### config.mk
export PLATFORM = sky130hd
export DESIGN_NAME = lp_ctrl
export DESIGN_NICKNAME = d
export VERILOG_FILES = /design/src/design/lp_ctrl_pkg.sv /design/src/design/lp_ctrl.sv
export VERILOG_INCLUDE_DIRS = /design/src /design/src/design
export SDC_FILE = /design/constraint.sdc
export NUM_CORES = 1
export LEC_CHECK = 0
export BUFFER_PORTS_ARGS = -buffer_cell sky130_fd_sc_hd__buf_2
export CAP_MARGIN = 20
export CORE_MARGIN = 2
export CORE_UTILIZATION = 35
export DETAILED_ROUTE_END_ITERATION = 12
export GPL_TIMING_DRIVEN = 0
export SKIP_CTS_REPAIR_TIMING = 1
export SLEW_MARGIN = 5
export SYNTH_ARGS = -nofsm -noshare
export SYNTH_HDL_FRONTEND = slang
export SYNTH_SLANG_ARGS = --single-unit
### constraint.sdc
create_clock -name clk -period 2.15 [get_ports clk]
set_clock_uncertainty 0.15 [all_clocks]
set_input_delay 0.1075 -clock clk [delete_from_list [all_inputs] [get_ports clk]]
set_output_delay 0.1075 -clock clk [all_outputs]
set_load 0.1 [all_outputs]
### src/design/lp_ctrl_params.svh
`ifndef LP_CTRL_PARAMS_SVH
`define LP_CTRL_PARAMS_SVH

// Oscillator stabilisation delay after a stop exit, in oscillator cycles
`define STAB_CYCLES_DEFAULT 16'h0100
`define STAB_CNT_WIDTH      16
`define STAB_CNT_ONE        16'h0001
`define STAB_CNT_ZERO       16'h0000

`endif

### src/design/lp_ctrl_pkg.sv
package lp_ctrl_pkg;

	// Execution context of the core when the low-power instruction ran
	typedef enum logic [1:0] {
		CTX_MAIN = 2'b00,
		CTX_IRQ  = 2'b01,
		CTX_NMI  = 2'b10
	} ctx_type;

	// Resume action handed back to the core
	typedef enum logic [1:0] {
		RES_NONE      = 2'b00,
		RES_SERVICE   = 2'b01,
		RES_NEXT_INSN = 2'b10,
		RES_NMI_FIRST = 2'b11
	} resume_type;

	// Controller states
	typedef enum logic [1:0] {
		ST_RUN  = 2'b00,
		ST_WAIT = 2'b01,
		ST_STOP = 2'b10,
		ST_STAB = 2'b11
	} lp_state_type;

	// Low-power request from the instruction decoder
	typedef struct packed {
		logic    wait_done;
		logic    stop_done;
		ctx_type ctx;
	} lp_req_type;

	// Interrupt request lines seen by the controller
	typedef struct packed {
		logic periph_irq;
		logic ext_irq;
		logic nmi;
		logic pending;
	} irq_in_type;

	// Wake report to the core
	typedef struct packed {
		logic       wake;
		resume_type action;
		logic       from_nmi;
	} wake_out_type;

endpackage

### src/design/lp_ctrl.sv
`include "lp_ctrl_params.svh"

module lp_ctrl
	import lp_ctrl_pkg::*;
#(
	parameter int STAB_CYCLES = `STAB_CYCLES_DEFAULT
) (
	input  wire logic                      clk,
	input  wire logic                      sys_rst,
	input  wire lp_ctrl_pkg::lp_req_type   req,
	input  wire lp_ctrl_pkg::irq_in_type   irq,
	input  wire logic                      global_irq_enable,
	input  wire logic                      wdog_active,
	input  wire logic                      osc_sel_in,
	output logic                           core_halt,
	output logic                           osc_run,
	output logic                           periph_clk_en,
	output logic                           osc_sel,
	output logic                           insn_skip,
	output logic                           irq_allowed,
	output logic                           nmi_allowed,
	output lp_ctrl_pkg::wake_out_type      wake_out,
	output lp_ctrl_pkg::lp_state_type      state
);
	import lp_ctrl_pkg::*;

	//--------------------------------------------------------------
	// Request qualification
	//--------------------------------------------------------------
	logic                        maskable_irq;
	logic                        wake_wait;
	logic                        wake_stop;
	logic                        enter_wait;
	logic                        enter_stop;
	logic                        stab_done;
	logic [`STAB_CNT_WIDTH-1:0]  stab_cnt;
	ctx_type                     ctx;
	logic                        wake_nmi;
	lp_state_type                next_state;

	// Maskable sources gated by the global enable; NMI is never masked
	// for servicing, only for waking
	assign maskable_irq = global_irq_enable &
		(irq.periph_irq | irq.ext_irq);
	assign irq_allowed  = global_irq_enable;
	assign nmi_allowed  = 1'b1;

	// A pending enabled request makes the instruction a no-op
	assign insn_skip = (req.wait_done | req.stop_done) &
		irq.pending;

	// Stop becomes wait while the watchdog runs
	assign enter_stop = req.stop_done & ~irq.pending &
		~wdog_active;
	assign enter_wait = ~irq.pending & (req.wait_done |
		(req.stop_done & wdog_active));

	// Wake sources; with global enable low nothing but reset wakes
	assign wake_wait = global_irq_enable &
		(irq.periph_irq | irq.ext_irq | irq.nmi);
	// Oscillator is stopped, so only the external lines can wake
	assign wake_stop = global_irq_enable &
		(irq.ext_irq | irq.nmi);

	assign stab_done = (stab_cnt == `STAB_CNT_ONE);

	//--------------------------------------------------------------
	// State machine
	//--------------------------------------------------------------
	// Reset from pin or watchdog comes in on sys_rst, which drops us
	// back to run from any state so the normal reset sequence follows
	always_comb begin
		next_state = state;
		case (state)
			ST_RUN: begin
				if (enter_stop) begin
					next_state = ST_STOP;
				end else if (enter_wait) begin
					next_state = ST_WAIT;
				end
			end
			ST_WAIT: begin
				if (wake_wait) begin
					next_state = ST_RUN;
				end
			end
			ST_STOP: begin
				if (wake_stop) begin
					next_state = ST_STAB;
				end
			end
			ST_STAB: begin
				if (stab_done) begin
					next_state = ST_RUN;
				end
			end
			default: begin
				next_state = ST_RUN;
			end
		endcase
	end

	// State register; asynchronous reset covers both reset sources
	always_ff @(posedge clk or posedge sys_rst) begin
		if (sys_rst) begin
			state <= ST_RUN;
		end else begin
			state <= next_state;
		end
	end

	//--------------------------------------------------------------
	// Stabilisation counter
	//--------------------------------------------------------------
	// Loaded on the stop wake and counted on the restarted oscillator
	always_ff @(posedge clk or posedge sys_rst) begin
		if (sys_rst) begin
			stab_cnt <= `STAB_CNT_ZERO;
		end else if (state == ST_STOP && wake_stop) begin
			stab_cnt <= STAB_CYCLES[`STAB_CNT_WIDTH-1:0];
		end else if (state == ST_STAB && stab_cnt != `STAB_CNT_ZERO) begin
			stab_cnt <= stab_cnt - `STAB_CNT_ONE;
		end
	end

	//--------------------------------------------------------------
	// Context capture and wake cause
	//--------------------------------------------------------------
	// Context is latched at entry since the core is frozen meanwhile
	always_ff @(posedge clk or posedge sys_rst) begin
		if (sys_rst) begin
			ctx <= CTX_MAIN;
		end else if (state == ST_RUN && (enter_wait || enter_stop)) begin
			ctx <= req.ctx;
		end
	end

	// Remember whether the NMI was the waking source
	always_ff @(posedge clk or posedge sys_rst) begin
		if (sys_rst) begin
			wake_nmi <= 1'b0;
		end else if ((state == ST_WAIT && wake_wait) ||
			(state == ST_STOP && wake_stop)) begin
			wake_nmi <= irq.nmi;
		end
	end

	//--------------------------------------------------------------
	// Wake report to the core
	//--------------------------------------------------------------
	// One-cycle pulse when the core restarts; action by prior context
	always_ff @(posedge clk or posedge sys_rst) begin
		if (sys_rst) begin
			wake_out <= '0;
		end else begin
			wake_out.wake     <= 1'b0;
			wake_out.action   <= RES_NONE;
			wake_out.from_nmi <= 1'b0;
			if ((state == ST_WAIT && wake_wait) ||
				(state == ST_STAB && stab_done)) begin
				wake_out.wake     <= 1'b1;
				wake_out.from_nmi <= (state == ST_WAIT) ? irq.nmi
					: wake_nmi;
				case (ctx)
					CTX_NMI: begin
						wake_out.action <= RES_NEXT_INSN;
					end
					CTX_IRQ: begin
						if ((state == ST_WAIT) ? irq.nmi : wake_nmi) begin
							wake_out.action <= RES_NMI_FIRST;
						end else begin
							wake_out.action <= RES_NEXT_INSN;
						end
					end
					default: begin
						wake_out.action <= RES_SERVICE;
					end
				endcase
			end
		end
	end

	//--------------------------------------------------------------
	// Clock and core controls
	//--------------------------------------------------------------
	// Core frozen in any low-power or stabilising state; storage is
	// untouched because only the fetch is held
	assign core_halt     = (state != ST_RUN);
	// Oscillator stops only in stop; it runs again while stabilising
	assign osc_run       = (state != ST_STOP);
	assign periph_clk_en = (state == ST_RUN) ||
		(state == ST_WAIT);

	// Oscillator selection follows software only while running, so
	// no wake-up path ever alters it
	always_ff @(posedge clk or posedge sys_rst) begin
		if (sys_rst) begin
			osc_sel <= 1'b0;
		end else if (state == ST_RUN) begin
			osc_sel <= osc_sel_in;
		end
	end

endmodule

# [After elaboration in Yosys (flattened, before gate mapping)]
# Cells that the tools add are included.
[op_classes] eq_ne=11 reduce_logical=14 n_addsub=1 n_bitwise=14 muxes=12
[ops] operator="16-bit 2-to-1 mux" n=2
[ops] operator="16-bit by 1-bit == test with 1-bit output, second input constant" n=1
[ops] operator="16-bit nonzero test" n=1
[ops] operator="16-bit by 1-bit subtractor with 16-bit output, second input constant" n=1
[ops] operator="2-bit 2-to-1 mux" n=5
[ops] operator="2-bit != test, second input constant" n=4
[ops] operator="2-bit one-hot mux with 4 select lines" n=1
[ops] operator="1-bit AND" n=7
[ops] operator="2-bit == test, second input constant" n=3
[ops] operator="1-bit logical AND" n=5
[ops] operator="1-bit OR" n=5
[ops] operator="2-bit by 1-bit == test with 1-bit output, second input constant" n=2
[ops] operator="1-bit logical OR" n=4
[ops] operator="4-bit 2-to-1 mux" n=1
[ops] operator="2-bit one-hot mux with 2 select lines" n=1
[ops] operator="4-bit AND reduction" n=1
[ops] operator="2-bit nonzero test" n=2
[ops] operator="3-bit != test, second input constant" n=1
[ops] operator="2-bit zero test" n=1
[ops] operator="1-bit 2-to-1 mux" n=2
[ops] operator="1-bit inverter" n=2
[totals] output_inout_bits=13 input_bits=13 ff_bits=26 wordCells=60

# [Logic depth before layout (Yosys ltp)]
# Gate-level depths: netlist of run 1.
[logic_depth] ltp_word=6 depth_mapped=8 ltp_nobuf=6

# [Worst setup path after synthesis of run 1]
# No wires, ideal clock.
[synth_timing] path_type="register to register" startpoint="register state[1]" endpoint="register wake_nmi" setup_ps=125 path_slack_ps=-876 synth_period_minus_slack_ps=3026 t_required_ps=1875 n_path_buf=1 path_stages_with_launch=6 arrival_time_ps=2751 cell_sequence="dfrtp_1 clkbuf_2 nand2b_1 nor2_1 nor2_1 mux2_2"
[synth_between] elab_chain_len=3 elab_cells_between_ends=5 classes_between="2 x eq/ne; 3 x reduce/logical"
[synth_rtl] element="start, declared" line_no="lp_ctrl.sv:23" rtl="output lp_ctrl_pkg::lp_state_type state"
[synth_rtl] element="start signal, assigned" line_no="lp_ctrl.sv:108" rtl="state <= next_state;"
[synth_rtl] element="2-bit by 1-bit == test with 1-bit output or 2-bit == test (tied branches)" line_no="lp_ctrl.sv:142, lp_ctrl.sv:143"
[synth_rtl] element="1-bit logical AND, on equally long branches" line_no="lp_ctrl.sv:142, lp_ctrl.sv:143"
[synth_rtl] element="1-bit logical OR *" line_no="lp_ctrl.sv:142" rtl="end else if ((state == ST_WAIT && wake_wait) ||"
[synth_rtl] element="end signal, assigned" line_no="lp_ctrl.sv:144" rtl="wake_nmi <= irq.nmi;"
[synth_rtl] element="end, declared" line_no="lp_ctrl.sv:38" rtl="logic wake_nmi;"
# Mark *: on every way between the ends. The rest lies on a longest branch, timed or not.
# A chain may end at the register's enable or synchronous reset.

# [Final worst setup path of run 1]
[layout_timing] startpoint="register stab_cnt[0]" endpoint="register stab_cnt[13]"
[layout_between] elab_chain_len=3 elab_cells_between_ends=6 classes_between="1 x add/sub; 2 x mux; 3 x reduce/logical"
[layout_rtl] element="start, declared" line_no="lp_ctrl.sv:36" rtl="logic [`STAB_CNT_WIDTH-1:0] stab_cnt;"
[layout_rtl] element="start signal, assigned" line_no="lp_ctrl.sv:118" rtl="stab_cnt <= `STAB_CNT_ZERO;"
[layout_rtl] element="start signal, assigned" line_no="lp_ctrl.sv:120" rtl="stab_cnt <= STAB_CYCLES[`STAB_CNT_WIDTH-1:0];"
[layout_rtl] element="start signal, assigned" line_no="lp_ctrl.sv:122" rtl="stab_cnt <= stab_cnt - `STAB_CNT_ONE;"
[layout_rtl] element="16-bit by 1-bit subtractor with 16-bit output (no line) or 16-bit nonzero test (tied branches)"
[layout_rtl] element="16-bit 2-to-1 mux or 1-bit logical AND (tied branches)"
[layout_rtl] element="16-bit 2-to-1 mux or 2-bit nonzero test (tied branches)"
# Several ways; a longest one is shown, not always the timed one. The select of a mux whose other input is x is not followed.

==> out/qor.txt, run 1 <==
Worst Path Max Fanout: 10
Clock Pin Slew Worst Setup and Hold Paths: 0.09 ns
layout cells sized above 1: 0.3131
FF-to-FF Start: stab_cnt[0]$_DFFE_PP0P_
Layout Nets: 216
Inserted Clock Buffers: 3
synthesis warning total: 0
Area Growth Syn to Fin: 27.82%
Post-synth ARST share: 1.000
Port Buffers: 24
Avg Synthesized Cell Area: 9.534 um2
Die X-Extent: 69.61 um
DRT Pass-1 Iters: 3
Synth top cells by count: dfrtp_1 (26), nor2_1 (13), a21oi_1 (10), o21ai_0 (10), nand2_1 (9)
Initial DRC Count: 106
Worst IR Drop VDD: 0.9438 mV
Max-cap violations: 0
total power: 0.002789 W
Post-synth EDFFs: 0
worst rel slew slack: 0.6527
first-pass GRT wire length: 5837 um
share of the yosys chip area belonging to registers: 0.4319
share of the synthesized area in the top cell type: 0.4319
CTS tree: done
die height: 69.61 um
final worst path period need: 2.079 ns
clock tree buffer depth: 2
worst-skew pair later-pin latency: 0.27 ns
most frequent cell after synthesis: dfrtp_1
largest area contributor in the netlist: dfrtp_1
Worst Path Arrival: 2.06 ns
placed cell count: 232
Non-Filler Instances: 248
row count: 23
Hold Path Class: in2reg
clk root buf: clkbuf_8
Synth area leaders: dfrtp_1 (43%), a21oi_1 (3.3%), ha_1 (3.3%)
Tot GR Track Use: 0.1468
crit path launch type: flip-flop
via count: 1,363
htree depth: 1
# IOs: 26
Post-Synthesis Cells: 158
Peak Freq: 0.4811 GHz
nature of the critical path endpoint: flip-flop
Slew @ Worst Pin: 0.5210 ns
initial antenna violation count: 0
R2R Path End: stab_cnt[13]$_DFFE_PP0P_
# DRC: 0
Starting Density: 0.3713
WP data required: 2.14 ns
unique cell type count in the Yosys netlist: 41
Via-to-Cell Ratio: 5.496
#FFs+latches synth: 26
r2r setup slk: 0.07 ns
Congestion Overflow GR: 0
Crit Path Class: reg2reg
Worst Hold Endpoint: ctx[1]$_DFFE_PP0P_
DP HPWL: 2439 um
final hold violations: 0
Clock Sinks: 26
leakage: 0.8346 nW
fin crit share: 0.9668
DR WL/cell: 13.98 um
syn nets: 175
Placer Congestion: 0.7808
WL final: 3467 um
n_diodes: 0
Synth Flop Type: dfrtp_1
Reg2Reg Depth: 8
status: complete, no violations
antenna viol nets, final: 0
hold path startpoint: irq[0]
Synth Cell Area: 1506 um2
endpoints failing setup: 0
pwr dens: 1448 nW/um2
Hold Path Depth: 4
Die Area: 4845 um2
vias in the first global route: 1,330
pin count of the biggest net entering global routing: 27
max-slew violation count: 0
core area: 4058 um2
==> per-stage QoR <==
step / setup WS [ns] / hold WS [ns] / setup TNS, ns / area (um2) / utilization
detailed placement: -0.007594 / 0.1760 / -0.01001 / 1704 / 0.4200
floorplan: 0.0008651 / -0.002531 / 0 / 1521 / -
CTS: -0.02930 / -0.1010 / -0.09401 / 1759 / 0.4335
global route: -0.07201 / 0.1243 / -0.1397 / 1926 / 0.4746
finish: 0.07133 / 0.06194 / 0 / 1926 / 0.4746
global placement: 0.05129 / 0.1672 / 0 / 1704 / 0.4200
==> sequential cells by signal, indices dropped and copies added (netlist names) <==
| register | flops |
|---|---|
| state | 2 |
| ctx | 2 |
| stab_cnt | 16 |
| osc_sel | 1 |
| wake_out | 4 |
| wake_nmi | 1 |
==> cell families after synthesis <==
| group | share of synthesized area |
|---|---|
| buf+inv | 0.05648 |
| mux | 0.04817 |
| simple gates | 0.2558 |
| compound gates | 0.1719 |
| other cells | 0.002489 |
| flops | 0.4319 |
| fa+ha+maj | 0.03322 |
==> metal layers <==
metal  routed length [um]  global-route usage
met5                    0                   0
met4                   70             0.05229
met3                  133             0.02471
met2                 1803              0.2660
met1                 1460              0.1732
==> worst max-delay path by stage <==
stage | end | slack [ns] | cells past startpoint | from
6_report | stab_cnt[13]$_DFFE_PP0P_ | 0.07 | 8 | stab_cnt[0]$_DFFE_PP0P_
4_1_cts | state[0]$_DFFE_PP0P_ | -0.03 | 6 | stab_cnt[11]$_DFFE_PP0P_
3_3_place_gp | state[0]$_DFFE_PP0P_ | 0.05 | 6 | stab_cnt[12]$_DFFE_PP0P_
5_1_grt | stab_cnt[13]$_DFFE_PP0P_ | -0.07 | 8 | stab_cnt[0]$_DFFE_PP0P_
3_5_place_dp | state[0]$_DFFE_PP0P_ | -0.008 | 6 | stab_cnt[11]$_DFFE_PP0P_
2_1_floorplan | stab_cnt[10]$_DFFE_PP0P_ | 0.0009 | 5 | state[1]$_DFFE_PP0P_
==> power by group <==
group,leakage [nW],total (W),switching (W),internal (W)
Combinational,0.494,0.00149,0.00102,0.000478
Clock,0.0288,0.000315,0.000151,0.000163
Sequential,0.312,0.000980,0.000263,0.000716
==> layout by cell type (no fill, tap or decap), drive strengths merged, types with 2 or more instances in the layout <==
master and count:
a211oi 2, a21oi 10, and4 2, buf 37, clkbuf 6, dfrtp 26
dlygate4sd3 7, ha 4, inv 7, mux2 2, mux2i 5, nand2 9
nand2b 3, nand3 5, nor2 13, nor2b 3, nor3 6, nor4 6
o211ai 3, o21a 4, o21ai 10, o31ai 2, o41ai 3, or2 3
or3 6, or4 2, or4b 2
==> layout make-up <==
type / instances / area, um2
sequential: 26 / 655.6
clock buffer: 4 / 55.05
multi-input combinational: 115 / 817.0
tap: 50 / 62.56
timing repair buffer: 37 / 255.2
buffer: 9 / 53.80
inverter: 7 / 26.28
fill: 382 / 2132
==> critical path, stage by stage (launching register included) <==
cell and delay (ns):
dfrtp_1 0.38, inv_1 0.06, ha_1 0.22, nor4b_1 0.15, and4_1 0.20, buf_2 0.16, buf_4 0.19, o41ai_2 0.34
a21oi_2 0.09
Power figures use the tool's default switching activity.
==> run 2, diff against run 1 <==
--- a/constraint.sdc
+++ b/constraint.sdc
@@ -4,2 +4,2 @@
 set_output_delay 0.1075 -clock clk [all_outputs]
-set_load 0.1 [all_outputs]
+set_load 0.05 [all_outputs]
==> out/qor.txt, run 2 (same netlist as run 1, synthesis figures left out) <==
Clock Pin Slew Worst Setup and Hold Paths: 0.09 ns
max-slew violation count: 0
post-route setup slack: 0.07204 ns
worst-skew pair later-pin latency: 0.27 ns
Die X-Extent: 69.61 um
Hold Path Class: in2reg
die height: 69.61 um
hold path startpoint: irq[0]
final hold violations: 0
# IOs: 26
most common cell after layout, fill and taps aside: buf_2
Final Core Density: 0.4672
n_diodes: 0
Initial DRC Count: 51
Peak Freq: 0.4812 GHz
Area Growth Syn to Fin: 25.83%
crit path launch type: flip-flop
core area: 4058 um2
Crit Path Class: reg2reg
antenna viol nets, final: 0
max reg flops: 16
r2r setup slk: 0.07 ns
Post-Route Setup TNS: 0 ns
first-pass GRT wire length: 5837 um
Worst Path Max Fanout: 6
Worst Hold Endpoint: ctx[0]$_DFFE_PP0P_
Starting Density: 0.3713
layout cells sized above 1: 0.3026
initial antenna violation count: 0
Most flops, register: stab_cnt
CTS tree: done
pre-CTS WS: -0.003862 ns
Placer Congestion: 0.8003
DR WL/cell: 14.17 um
# DRC: 0
Worst Path Arrival: 2.13 ns
pin count of the biggest net entering global routing: 27
Layout Nets: 213
DP HPWL: 2481 um
pwr dens: 1330 nW/um2
R2R Path End: stab_cnt[13]$_DFFE_PP0P_
htree depth: 1
Congestion Overflow GR: 0
Die Area: 4845 um2
fin crit share: 0.9665
final worst path period need: 2.078 ns
Inserted Clock Buffers: 3
Tot GR Track Use: 0.1452
RSZ-0062 raised after global routing: false
clock tree buffer depth: 2
row count: 23
DRT Pass-1 Iters: 4
top flop regs: stab_cnt: 16 flops, wake_out: 4 flops
Hold Path Depth: 4
Port Buffers: 24
Reg2Reg Depth: 5
commonest non-fill, non-tap cells in the layout: buf_2 (26), dfrtp_1 (25), nor2_1 (12)
leakage: 0.8134 nW
endpoints failing setup: 0
clk root buf: clkbuf_8
Clock Sinks: 26
Worst IR Drop VDD: 0.5950 mV
placed inst area: 1695 um2
Via-to-Cell Ratio: 5.482
Max-cap violations: 0
FF-to-FF Start: stab_cnt[0]$_DFFE_PP0P_
WL final: 3472 um
status: complete, no violations
WP data required: 2.20 ns
vias in the first global route: 1,314
nature of the critical path endpoint: flip-flop
via count: 1,343
fin area: 1896 um2
## run 2: cell types whose count changed in the layout (fill, tap and decap cells not counted), sizes merged
cell    delta
buf        -4
clkbuf     +1
## run 2: metrics by stage
step | cells | power (W) | hold WS (ns)
global route | 245 | 0.002708 | 0.07540
floorplan | 158 | 0.001824 | -0.002552
global placement | 232 | 0.002049 | 0.1680
finish | 245 | 0.002520 | 0.04440
CTS | 236 | 0.002428 | -0.1175
detailed placement | 232 | 0.002107 | 0.1655
## run 2: report_power, final
part	total [W]	leakage (nW)	switching, W	internal, W
Combinational	0.00125	0.472	0.000772	0.000479
Sequential	0.000951	0.312	0.000241	0.000710
Clock	0.000319	0.0288	0.000155	0.000164
Total	0.00252	0.813	0.00117	0.00135
## run 2: worst max-delay path, cell delays in order, from the launching register on
cell	delay, ns
dfrtp_1	0.42
buf_4	0.15
and4bb_2	0.34
nand4_1	0.23
or4b_1	0.56
a21oi_2	0.15
## run 2: cell type report
cell class              instances  area (um2)
fillers                       377        2162
multi-input cells             115       813.3
flip-flops and latches         26       651.9
repair buffers                 34       232.7
well taps                      50       62.56
clock buffers                   4       55.05
plain buffers                   9       53.80
inverters                       7       26.28
## run 2: per-layer routing
metal	GRT usage	wire length, um
met1	0.1811	1538
met3	0.02035	136
met2	0.2575	1755
met5	0	0
met4	0.04575	42
## run 2: worst max path at each step
stage | to | from | cells past startpoint
detailed placement | state[0]$_DFFE_PP0P_ | stab_cnt[11]$_DFFE_PP0P_ | 6
finish | stab_cnt[13]$_DFFE_PP0P_ | stab_cnt[0]$_DFFE_PP0P_ | 5
global placement | state[1]$_DFFE_PP0P_ | stab_cnt[11]$_DFFE_PP0P_ | 6
CTS | state[0]$_DFFE_PP0P_ | stab_cnt[11]$_DFFE_PP0P_ | 6
floorplan | stab_cnt[10]$_DFFE_PP0P_ | state[0]$_DFFE_PP0P_ | 4
global route | stab_cnt[3]$_DFFE_PP0P_ | stab_cnt[12]$_DFFE_PP0P_ | 5
==> run 3, diff against run 2 <==
RECOVER_POWER = 50   (was not set)
==> out/qor.txt, run 3 (same netlist as run 1, synthesis figures left out) <==
worst rel slew slack: 0.3843
WL final: 3467 um
antenna viol nets, final: 0
R2R Path End: stab_cnt[13]$_DFFE_PP0P_
Die X-Extent: 69.61 um
nature of the critical path endpoint: flip-flop
Placer Congestion: 0.8003
CTS tree: done
Final Core Density: 0.4598
Reg2Reg Depth: 5
Hold WS: 0.04489 ns
WP data required: 2.20 ns
Slew @ Worst Pin: 0.9236 ns
Via-to-Cell Ratio: 5.498
Worst Hold Endpoint: ctx[0]$_DFFE_PP0P_
n_diodes: 0
Hold Path Class: in2reg
max-slew violation count: 0
Crit Path Class: reg2reg
htree depth: 1
Inserted Clock Buffers: 3
DP HPWL: 2481 um
clock tree buffer depth: 2
pin count of the biggest net entering global routing: 27
Clock Sinks: 26
core area: 4058 um2
final worst path period need: 2.078 ns
hold path startpoint: irq[0]
commonest non-fill, non-tap cells in the layout: dfrtp_1 (25), buf_2 (21), nor2_1 (12)
layout cells sized above 1: 0.2718
Worst IR Drop VDD: 0.5950 mV
DR WL/cell: 14.15 um
post-route setup slack: 0.07218 ns
status: complete, no violations
Worst Path Max Fanout: 6
pre-CTS WS: -0.003862 ns
Die Area: 4845 um2
Tot GR Track Use: 0.1452
die height: 69.61 um
crit path launch type: flip-flop
Hold Path Depth: 4
Layout Nets: 213
fin crit share: 0.9664
Starting Density: 0.3713
Initial DRC Count: 54
r2r setup slk: 0.07 ns
pwr dens: 1344 nW/um2
total power: 0.002508 W
FF-to-FF Start: stab_cnt[0]$_DFFE_PP0P_
RSZ-0062 raised after global routing: false
max reg flops: 16
final hold violations: 0
Most flops, register: stab_cnt
Area Growth Syn to Fin: 23.84%
Peak Freq: 0.4813 GHz
# IOs: 26
Congestion Overflow GR: 0
most common cell after layout, fill and taps aside: dfrtp_1
vias in the first global route: 1,314
Clock Pin Slew Worst Setup and Hold Paths: 0.09 ns
Port Buffers: 24
# DRC: 0
leakage: 0.7839 nW
initial antenna violation count: 0
top flop regs: stab_cnt: 16 flops, wake_out: 4 flops
placed cell count: 232
first-pass GRT wire length: 5837 um
DRT Pass-1 Iters: 4
clk root buf: clkbuf_8
Non-Filler Instances: 245
via count: 1,347
Worst Path Arrival: 2.13 ns
endpoints failing setup: 0
fillcell total: 386
worst-skew pair later-pin latency: 0.27 ns
row count: 23
Max-cap violations: 0
## run 3: how the worst max path moves through the flow
| stage | from | end | slack [ns] |
|---|---|---|---|
| finish | stab_cnt[0]$_DFFE_PP0P_ | stab_cnt[13]$_DFFE_PP0P_ | 0.07 |
| global route | stab_cnt[12]$_DFFE_PP0P_ | stab_cnt[3]$_DFFE_PP0P_ | 0.006 |
| CTS | stab_cnt[11]$_DFFE_PP0P_ | state[0]$_DFFE_PP0P_ | -0.02 |
| detailed placement | stab_cnt[11]$_DFFE_PP0P_ | state[0]$_DFFE_PP0P_ | -0.004 |
| global placement | stab_cnt[11]$_DFFE_PP0P_ | state[1]$_DFFE_PP0P_ | 0.04 |
| floorplan | state[0]$_DFFE_PP0P_ | stab_cnt[10]$_DFFE_PP0P_ | 0.06 |
## run 3: final cells by class
cell class	count	area (um2)	area share
multi-input combinational	115	813.3	0.4359
sequential	26	651.9	0.3494
timing repair buffer	34	202.7	0.1087
tap	50	62.56	0.03353
clock buffer	4	55.05	0.02951
buffer	9	53.80	0.02884
inverter	7	26.28	0.01408
## run 3: per-layer routing
layer | share of wire | track usage | vias to the layer above
met5 | 0 | 0 | -
met4 | 0.012 | 0.04575 | 0
met3 | 0.039 | 0.02035 | 4
met2 | 0.50 | 0.2575 | 36
met1 | 0.44 | 0.1811 | 656
li1 | - | - | 651
## run 3: report_power, final
group / total, W / switching (W) / leakage, nW / internal, W
registers: 0.000951 / 0.000241 / 0.312 / 0.000710
logic: 0.00124 / 0.000771 / 0.443 / 0.000467
clock network: 0.000319 / 0.000155 / 0.0288 / 0.000164
## run 3: critical path, stage by stage, from the launching register on
cell and delay (ns):
dfrtp_1 0.42, buf_4 0.15, and4bb_2 0.34, nand4_1 0.23, or4b_1 0.56, a21oi_2 0.15
## run 3: metrics by stage
step	area, um2	TNS, ns
after floorplan	1513	0
after global placement	1695	0
after detailed placement	1695	-0.005993
after CTS	1750	-0.05201
after global routing	1866	0
final	1866	0
